## config.mk

```make
export PLATFORM = sky130hd
export DESIGN_NAME = uscf_top
export DESIGN_NICKNAME = d
export VERILOG_FILES = /design/src/logic/uscf_top.v
export VERILOG_INCLUDE_DIRS = /design/src /design/src/logic
export SDC_FILE = /design/constraint.sdc
export NUM_CORES = 1
export LEC_CHECK = 0
export ABC_AREA = 0
export BUFFER_PORTS_ARGS = -buffer_cell sky130_fd_sc_hd__clkbuf_2
export CAP_MARGIN = 20
export CORE_MARGIN = 2
export CORE_UTILIZATION = 40
export CTS_CLUSTER_SIZE = 20
export DETAILED_ROUTE_END_ITERATION = 10
export HOLD_SLACK_MARGIN = 0.05
export SLEW_MARGIN = 20
export SYNTH_ARGS = -nofsm -noshare
export SYNTH_HDL_FRONTEND = slang
export SYNTH_SLANG_ARGS = --single-unit
```

## constraint.sdc

```tcl
create_clock -name clock -period 15.8 [get_ports clock]
set_input_delay 2.37 -clock clock [delete_from_list [all_inputs] [get_ports clock]]
set_output_delay 2.37 -clock clock [all_outputs]
set_load 0.02 [all_outputs]
```

## src/logic/uscf_regs.vh

```
// Register map, field positions and timing for the serial port.
// Assumes a 100 MHz system clock and byte addressed 32-bit registers.
`ifndef USCF_REGS_VH
`define USCF_REGS_VH
// ********************
// Addresses
// ********************
`define USCF_AW 8
`define USCF_A_STAT 8'h1c
`define USCF_A_CFG0 8'h20
`define USCF_A_CFG1 8'h24
// ********************
// Frame config fields
// ********************
`define USCF_C0_MASK 32'h01ff_c1ff
`define USCF_F_PAR 0
`define USCF_F_PEN 1
`define USCF_F_WL 3:2
`define USCF_F_STOP 5:4
`define USCF_F_SRTS 6
`define USCF_F_SDTR 7
`define USCF_F_BRK 8
`define USCF_F_LOOP 14
`define USCF_F_TXFC 15
`define USCF_F_RXRST 17
`define USCF_F_TXRST 18
`define USCF_F_RXINV 19
`define USCF_F_CTSINV 20
`define USCF_F_DSRINV 21
`define USCF_F_TXINV 22
`define USCF_F_RTSINV 23
`define USCF_F_DTRINV 24
// ********************
// Threshold config fields
// ********************
`define USCF_C1_MASK 32'hffff_7f00
`define USCF_F_TOEN 31
`define USCF_F_TOTHR 30:24
`define USCF_F_RXFC 23
`define USCF_F_RXFTHR 22:16
`define USCF_F_TXETHR 14:8
// ********************
// Timing and sizes
// ********************
`define USCF_CLK_NS 10
`define USCF_BIT_NS 160
`define USCF_HB_CYC (`USCF_BIT_NS / 2 / `USCF_CLK_NS)
`define USCF_BIT_CYC (`USCF_BIT_NS / `USCF_CLK_NS)
`define USCF_BYTE_HB 20
`define USCF_DEPTH 16
`define USCF_PW 4
`define USCF_CFG_RST 32'h0000_0000
`endif

```

## src/logic/uscf_top.v

```verilog
// Serial port with frame, flow, inversion and loopback configuration.
// Assumes pins and user strobes are synchronous to clock.
`timescale 1ns/1ps
`include "uscf_regs.vh"

// ********************
// Small flop FIFO
// ********************
module uscf_fifo (
	input wire clock,
	input wire rst,
	input wire clr,
	input wire push,
	input wire [7:0] din,
	input wire pop,
	output wire [7:0] head,
	output wire [7:0] count,
	output wire full,
	output wire empty
);
	reg [7:0] mem_q [0:`USCF_DEPTH-1]; // Storage
	reg [`USCF_PW-1:0] wp_q; // Write index
	reg [`USCF_PW-1:0] rp_q; // Read index
	reg [7:0] cnt_q; // Fill count
	wire do_push;
	wire do_pop;
	assign full = (cnt_q == `USCF_DEPTH);
	assign empty = (cnt_q == 8'h00);
	assign do_push = push && !full && !clr;
	assign do_pop = pop && !empty && !clr;
	assign head = mem_q[rp_q];
	assign count = cnt_q;
	// Pointers; clear holds the FIFO empty while high
	always @(posedge clock or posedge rst)
	begin
		if (rst)
		begin
			wp_q <= {`USCF_PW{1'b0}};
			rp_q <= {`USCF_PW{1'b0}};
			cnt_q <= 8'h00;
		end
		else if (clr)
		begin
			wp_q <= {`USCF_PW{1'b0}};
			rp_q <= {`USCF_PW{1'b0}};
			cnt_q <= 8'h00;
		end
		else
		begin
			if (do_push)
				wp_q <= wp_q + 1'b1;
			if (do_pop)
				rp_q <= rp_q + 1'b1;
			if (do_push && !do_pop)
				cnt_q <= cnt_q + 8'h01;
			else if (do_pop && !do_push)
				cnt_q <= cnt_q - 8'h01;
		end
	end
	// Data store, no reset needed
	always @(posedge clock)
	begin
		if (do_push)
			mem_q[wp_q] <= din;
	end
endmodule // uscf_fifo

// Contract
// - Stop bits: 1, 1.5 or 2
// - Word length code gives 5 to 8 bits
// - Parity enable adds and checks parity
// - Parity sense: 0 even, 1 odd
// - Time-out only when enabled
// - Time-out threshold in byte times, 0-127
// - Receive FIFO reset empties it
// - Transmit FIFO reset empties it
// - Loopback feeds transmitter into receiver
// - Transmit waits while clear-to-send deasserted
// - Request-to-send follows receive fill level
// - Transmit fill compared with empty threshold
// - Per-pin inversion bits flip line levels
// - Clear-to-send inverted before flow and status
// - Receive data inverted before sampling
// - Transmit fill count readable
// - Receive fill count readable
// - Live line levels readable
// - Software bits drive ready line, and request line while receive flow is off
// - Configuration resets to zero
module uscf_top (
	input wire clock,
	input wire rst,
	input wire [`USCF_AW-1:0] reg_addr,
	input wire [31:0] reg_wdata,
	input wire reg_wr,
	input wire reg_rd,
	output reg [31:0] reg_rdata,
	input wire tx_wr,
	input wire [7:0] tx_wdata,
	output wire tx_ready,
	input wire rx_rd,
	output reg [7:0] rx_rdata,
	output wire rx_avail,
	output wire ser_tx,
	input wire ser_rx,
	input wire clear_send_n,
	input wire set_ready_n,
	output wire request_send_n,
	output wire terminal_ready_n
);
	// ********************
	// Registers
	// ********************
	reg [31:0] cfg0_q; // Frame config
	reg [31:0] cfg1_q; // Threshold config
	reg perr_q; // Sticky parity error
	reg tout_q; // Sticky time-out
	wire [31:0] stat; // Status word
	wire [7:0] txcnt;
	wire [7:0] rxcnt;
	wire [7:0] txhead;
	wire [7:0] rxhead;
	wire txfull;
	wire txempty;
	wire rxfull;
	wire rxempty;
	wire stat_rd;
	assign stat_rd = reg_rd && (reg_addr == `USCF_A_STAT);

	// Config writes; all fields start at zero
	always @(posedge clock or posedge rst)
	begin
		if (rst)
		begin
			cfg0_q <= `USCF_CFG_RST;
			cfg1_q <= `USCF_CFG_RST;
		end
		else if (reg_wr)
		begin
			// Reserved bit is stored as written by software
			if (reg_addr == `USCF_A_CFG0)
				cfg0_q <= reg_wdata & `USCF_C0_MASK;
			if (reg_addr == `USCF_A_CFG1)
				cfg1_q <= reg_wdata & `USCF_C1_MASK;
		end
	end

	// Field decode
	wire [3:0] nbits; // Data bits per char
	wire pbit; // One when parity is used
	wire [3:0] nsamp; // Data plus parity bits
	assign nbits = {2'b00, cfg0_q[`USCF_F_WL]} + 4'h5;
	assign pbit = cfg0_q[`USCF_F_PEN];
	assign nsamp = nbits + {3'b000, pbit};

	// ********************
	// FIFOs
	// ********************
	wire tx_pop;
	wire rx_push;
	wire [7:0] rx_word;
	assign tx_ready = !txfull && !cfg0_q[`USCF_F_TXRST];
	assign rx_avail = !rxempty;

	uscf_fifo u_txf (
		.clock(clock),
		.rst(rst),
		.clr(cfg0_q[`USCF_F_TXRST]),
		.push(tx_wr),
		.din(tx_wdata),
		.pop(tx_pop),
		.head(txhead),
		.count(txcnt),
		.full(txfull),
		.empty(txempty)
	);

	uscf_fifo u_rxf (
		.clock(clock),
		.rst(rst),
		.clr(cfg0_q[`USCF_F_RXRST]),
		.push(rx_push),
		.din(rx_word),
		.pop(rx_rd),
		.head(rxhead),
		.count(rxcnt),
		.full(rxfull),
		.empty(rxempty)
	);

	// Receive data register, valid after the pop
	always @(posedge clock or posedge rst)
	begin
		if (rst)
			rx_rdata <= 8'h00;
		else if (rx_rd && !rxempty)
			rx_rdata <= rxhead;
	end

	// ********************
	// Pin levels
	// ********************
	wire cts_act; // Clear-to-send, asserted high
	wire dsr_act; // Data-set-ready, asserted high
	wire rts_act;
	wire dtr_act;
	wire tx_line; // Internal transmit level
	wire rx_line; // Internal receive level
	assign cts_act = ~clear_send_n ^ cfg0_q[`USCF_F_CTSINV];
	assign dsr_act = ~set_ready_n ^ cfg0_q[`USCF_F_DSRINV];
	// Flow control owns the line while enabled
	assign rts_act = cfg1_q[`USCF_F_RXFC] ?
		(rxcnt < {1'b0, cfg1_q[`USCF_F_RXFTHR]}) :
		cfg0_q[`USCF_F_SRTS];
	assign dtr_act = cfg0_q[`USCF_F_SDTR];
	assign request_send_n = ~rts_act ^ cfg0_q[`USCF_F_RTSINV];
	assign terminal_ready_n = ~dtr_act ^ cfg0_q[`USCF_F_DTRINV];
	// Break wins over data; inversion is applied last
	assign ser_tx = (tx_line & ~cfg0_q[`USCF_F_BRK])
		^ cfg0_q[`USCF_F_TXINV];
	// Loopback bypasses both pin inversions
	assign rx_line = cfg0_q[`USCF_F_LOOP] ? tx_line :
		(ser_rx ^ cfg0_q[`USCF_F_RXINV]);

	// ********************
	// Transmitter
	// ********************
	reg [10:0] tsh_q; // Frame shifter, LSB on line
	reg [4:0] tleft_q; // Half bits remaining
	reg tph_q; // Half-bit phase
	reg [7:0] thc_q; // Cycles within half bit
	wire tx_go;
	wire thtick;
	wire [7:0] tmask; // Data mask for word length
	wire [7:0] tdat;
	wire tpar;
	wire [10:0] tbody;
	reg [4:0] stop_hb; // Stop length in half bits

	assign tmask = ~(8'hff << nbits);
	assign tdat = txhead & tmask;
	// Even parity makes the ones count even, odd makes it odd
	assign tpar = ^tdat ^ cfg0_q[`USCF_F_PAR];
	// Data, then parity slot, then ones; parity slot only sent if enabled
	assign tbody = ({3'b111, tdat} & ~(11'h7ff << nbits)) |
		({10'h3ff, tpar | ~pbit} << nbits);
	// Hold new characters while the far end is not clear
	assign tx_go = (tleft_q == 5'h00) && !txempty &&
		!cfg0_q[`USCF_F_TXRST] &&
		(!cfg0_q[`USCF_F_TXFC] || cts_act);
	assign tx_pop = tx_go;
	assign thtick = (thc_q == `USCF_HB_CYC - 1);
	assign tx_line = (tleft_q == 5'h00) ? 1'b1 : tsh_q[0];

	// Stop length; code 0 is taken as one bit
	always @*
	begin
		case (cfg0_q[`USCF_F_STOP])
			2'b10: stop_hb = 5'h03;
			2'b11: stop_hb = 5'h04;
			default: stop_hb = 5'h02;
		endcase
	end

	// Shift out one frame, half a bit per tick
	always @(posedge clock or posedge rst)
	begin
		if (rst)
		begin
			tsh_q <= 11'h7ff;
			tleft_q <= 5'h00;
			tph_q <= 1'b0;
			thc_q <= 8'h00;
		end
		else if (tx_go)
		begin
			tsh_q <= {tbody[9:0], 1'b0};
			tleft_q <= {nsamp, 1'b0} + 5'h02 + stop_hb;
			tph_q <= 1'b0;
			thc_q <= 8'h00;
		end
		else if (tleft_q != 5'h00)
		begin
			thc_q <= thtick ? 8'h00 : thc_q + 8'h01;
			if (thtick)
			begin
				tleft_q <= tleft_q - 5'h01;
				tph_q <= ~tph_q;
				// Ones shift in so the stop tail idles high
				if (tph_q)
					tsh_q <= {1'b1, tsh_q[10:1]};
			end
		end
	end

	// ********************
	// Receiver
	// ********************
	reg rbusy_q; // Frame in progress
	reg rfirst_q; // Next sample is start bit
	reg [3:0] rleft_q; // Samples left incl. stop
	reg [8:0] rsh_q; // Collected bits, MSB first in
	reg [7:0] rhc_q; // Cycles to next sample
	reg rlast_q; // Previous line level
	// Sample-spacing reloads, sized to the 8-bit cycle counter
	localparam [7:0] HB_LAST = `USCF_HB_CYC - 1;
	localparam [7:0] BIT_LAST = `USCF_BIT_CYC - 1;
	wire rsamp;
	wire [8:0] ralign; // Bits moved to LSB
	assign rsamp = rbusy_q && (rhc_q == 8'h00);
	assign ralign = rsh_q >> (4'h9 - nsamp);
	assign rx_word = ralign[7:0] & tmask;
	assign rx_push = rsamp && !rfirst_q && (rleft_q == 4'h1) && rx_line;

	// Start on a falling edge, sample at bit centres
	always @(posedge clock or posedge rst)
	begin
		if (rst)
		begin
			rbusy_q <= 1'b0;
			rfirst_q <= 1'b0;
			rleft_q <= 4'h0;
			rsh_q <= 9'h000;
			rhc_q <= 8'h00;
			rlast_q <= 1'b1;
			perr_q <= 1'b0;
		end
		else
		begin
			rlast_q <= rx_line;
			// Clear on status read; a new error in that cycle wins
			if (stat_rd)
				perr_q <= 1'b0;
			if (!rbusy_q)
			begin
				if (rlast_q && !rx_line)
				begin
					rbusy_q <= 1'b1;
					rfirst_q <= 1'b1;
					rleft_q <= nsamp + 4'h1;
					rhc_q <= HB_LAST;
				end
			end
			else if (rsamp)
			begin
				rhc_q <= BIT_LAST;
				rfirst_q <= 1'b0;
				if (rfirst_q)
				begin
					// Glitch shorter than half a bit: give up
					if (rx_line)
						rbusy_q <= 1'b0;
				end
				else if (rleft_q == 4'h1)
				begin
					rbusy_q <= 1'b0;
					// Ones count check over data and parity
					if (pbit && (^ralign ^ cfg0_q[`USCF_F_PAR]))
						perr_q <= 1'b1;
				end
				else
				begin
					rsh_q <= {rx_line, rsh_q[8:1]};
					rleft_q <= rleft_q - 4'h1;
				end
			end
			else
				rhc_q <= rhc_q - 8'h01;
		end
	end

	// ********************
	// Receive time-out
	// ********************
	reg [7:0] tbc_q; // Half bits of idle
	reg [7:0] tby_q; // Byte times of idle
	reg [7:0] tcy_q; // Cycles within half bit
	wire tidle;
	assign tidle = !rbusy_q && !rxempty;

	// Count idle byte times while data waits
	always @(posedge clock or posedge rst)
	begin
		if (rst)
		begin
			tbc_q <= 8'h00;
			tby_q <= 8'h00;
			tcy_q <= 8'h00;
			tout_q <= 1'b0;
		end
		else
		begin
			if (stat_rd)
				tout_q <= 1'b0;
			if (!tidle || !cfg1_q[`USCF_F_TOEN])
			begin
				tbc_q <= 8'h00;
				tby_q <= 8'h00;
				tcy_q <= 8'h00;
			end
			else
			begin
				tcy_q <= (tcy_q == `USCF_HB_CYC - 1) ? 8'h00 :
					tcy_q + 8'h01;
				if (tcy_q == `USCF_HB_CYC - 1)
				begin
					if (tbc_q == `USCF_BYTE_HB - 1)
					begin
						tbc_q <= 8'h00;
						// Saturate so the flag fires once
						if (tby_q[7] == 1'b0)
							tby_q <= tby_q + 8'h01;
					end
					else
						tbc_q <= tbc_q + 8'h01;
				end
				// Threshold reached; set beats the read clear
				if (tby_q == {1'b0, cfg1_q[`USCF_F_TOTHR]})
					tout_q <= 1'b1;
			end
		end
	end

	// ********************
	// Status and readback
	// ********************
	assign stat = {tout_q, rts_act, dtr_act, 5'h00,
		txcnt,
		rx_line, cts_act, dsr_act,
		3'h0,
		(txcnt < {1'b0, cfg1_q[`USCF_F_TXETHR]}),
		perr_q,
		rxcnt};

	// Read data stands one cycle after the strobe
	always @(posedge clock or posedge rst)
	begin
		if (rst)
			reg_rdata <= 32'h0000_0000;
		else if (reg_rd)
		begin
			case (reg_addr)
				`USCF_A_STAT: reg_rdata <= stat;
				`USCF_A_CFG0: reg_rdata <= cfg0_q;
				`USCF_A_CFG1: reg_rdata <= cfg1_q;
				default: reg_rdata <= 32'h0000_0000;
			endcase
		end
		else
			reg_rdata <= 32'h0000_0000;
	end
endmodule // uscf_top

```

==> results.ini <==
[synth]
synthesis.instances=1387
async_reset_ff_frac=0.4260
syn_avg_cell_area_um2=14.35
synth.distinct_cells=62
yosys.area.top_type=edfxtp_1
yosys_warnings=0
ys_ff_latch=446
syn-num-nets=1503
synth-edff-count=256
synth.area.top_cells=edfxtp_1 39%, dfrtp_1 22%, mux4_2 6.6%
synth_top_area_share=0.3862
synthFlopType=edfxtp_1
yosysSeqAreaShare=0.6258
synth_area_um2=19910

[critical_path]
critPathMostFrequentCell=a21o_1
cp_max_fo=6
cp_num_buf_inv=1
crit_path_max_incr_delay_ns=0.46
critPathRequiredTime_ns=13.43
arrival_ns=2.89
critPathCaptureType=output pin
crit_type=reg2out
critical_path.top_delay_family=compound AO/OA/AOI/OAI gates
start_kind=flop
cp_slowest_cell=dfrtp_1
path_cells=ha_1, a21o_1, a21o_1, a21o_1, a21o_1, a21o_1, a21oi_1, or2_2, xnor2_1, clkbuf_2

[cells_and_area]
fin_area_um2=22730
final_util=0.4634
fillers=4331
area_delta_synth_final_pct=14.19
mostFrequentLayoutCells=256 x edfxtp_1, 175 x dfrtp_1, 126 x nor2_1
final_layout_size_suffix_gt1_frac=0.2198
antenna_cells=0
final_common_cell=edfxtp_1
nets=1614
instances_no_fill=2202

[floorplan]
row_count=81
die_h_um=227.1
core_um2=49050
die_x_um=227.1
initial_core_util=0.4058
ios=102
die-area_um2=51570

[timing]
whs_ns=0.4600
timing.final.crit_share=0.3329
fmax_ghz=0.1901
fin_crit_ns=5.259
finalHoldViolCount=0
rsz0062_at_grt=no
setup_ws_ns=10.54
drv_slew=0
setup_viol=0
setup_tns_ns=0
clock_skew_ns=0.03894
slew_headroom=0.2783
worstMarginPinSlew_ns=1.080

[route]
vias_per_cell=5.265
wl_per_cell_um=19.15
vias=11590
drc=0
drtIter0Drc=808
antenna_left=0
wl_um=42180
drt_pre_antenna_iters=6

[power]
total_power_mw=3.108
leakage_nw=8.984
power.density_nw_per_um2=136.7
peakVddDrop_mv=0.08402

[placed_design]
dp_cells=2111
portBuffers=101
dp_worst_setup_slack_ns=10.04
dpl_cell_area_um2=21140
hpwlAfterDp_um=28220
gp_congestion=0.8102

[clocking]
cts_root_buf=clkbuf_16
cts_buffers=48
cts_tree=yes
holdBufCountCts=0
worstSkewPairLatency_ns=0.60
cts_resized=0
max-clock-path-buffers=3
cts_setup_buffers=0
clkTransAtPathRegs_ns=0.06
cts.sinks=446
h-tree-depth=2

[global_route]
grtUsageTotal=0.1679
grt_max_degree=121
grt_pass1_wl_um=66790
grt_pass1_vias=11780
overflow=0
antenna_found_initial=0

[run]
max-cap-violations=0

[hold_path]
hold_class=reg2reg

[run_status]
status=complete, no violations

power by group:
part | switching (mW) | leakage, nW | internal (mW)
registers | 0.102 | 4.94 | 1.33
logic | 0.298 | 3.28 | 0.260
clock network | 0.467 | 0.766 | 0.648
total | 0.866 | 8.98 | 2.24
cells by family after synthesis:
group | Yosys count | share of synthesized area
flip-flops | 446 | 0.6258
AO/OA/AOI/OAI | 176 | 0.05959
buffers and inverters | 105 | 0.02181
adder cells (fa/ha/maj) | 59 | 0.03859
XOR/XNOR | 77 | 0.03595
AND/OR/NAND/NOR | 371 | 0.08800
multiplexers | 153 | 0.1303
synth_stat cells (all sizes together) (7+ instances only):
library cell    n
dfrtp         178
a21o           11
and2           21
edfxtp        256
ha             55
a21oi          35
nand4          11
mux2           61
mux2i          18
nor3           18
dfstp          12
nor2b          11
nor2          130
xor2           39
a22oi          28
nand2          98
clkbuf         35
a222oi          9
inv            48
mux4           74
nand2b          9
and3           14
o21ai          42
nand3b          7
nor4           10
o31ai          14
buf            22
xnor2          35
nand3          18
routing by layer:
metal	track usage	up-vias	wire length, µm
li1	-	5412	-
met1	0.2236	5873	18380
met2	0.2771	240	20770
met3	0.03214	69	1932
met4	0.05629	0	1090
met5	0	-	0
registers in the layout, summed over array words and instances (netlist names), 9 cells and up:
| register | flops |
|---|---|
| cfg0_q | 20 |
| u_rxf.mem_q | 128 |
| rsh_q | 9 |
| cfg1_q | 23 |
| reg_rdata | 32 |
| tsh_q | 11 |
| u_txf.mem_q | 128 |
final timing paths:
check,cells after the start,endpoint,slack (ns),startpoint
max reg2reg,12,perr_q$_DFF_PP0_,10.92,cfg0_q[2]$_DFFE_PP0P_
max,10,request_send_n,10.54,u_rxf.count[1]$_DFFE_PP0P_
min,1,tcy_q[0]$_DFF_PP0_,0.46,tcy_q[0]$_DFF_PP0_
min in group asynchronous,2,tcy_q[5]$_DFF_PP0_,1.91,rst
min reg2reg,1,tcy_q[0]$_DFF_PP0_,0.46,tcy_q[0]$_DFF_PP0_
max in group asynchronous,3,u_txf.rp_q[1]$_DFFE_PP0P_,12.38,rst
final cells by class:
| type | instances | area [µm²] | share of cell area |
|---|---|---|---|
| Sequential cell | 446 | 12460 | 0.5482 |
| Multi-Input combinational cell | 836 | 7044 | 0.3099 |
| Clock buffer | 67 | 1303 | 0.05730 |
| Tap cell | 664 | 830.8 | 0.03655 |
| Timing Repair Buffer | 118 | 636.9 | 0.02802 |
| Clock inverter | 23 | 269.0 | 0.01183 |
| Inverter | 48 | 187.7 | 0.008256 |
Note: power is estimated with default switching activity, not from simulation.
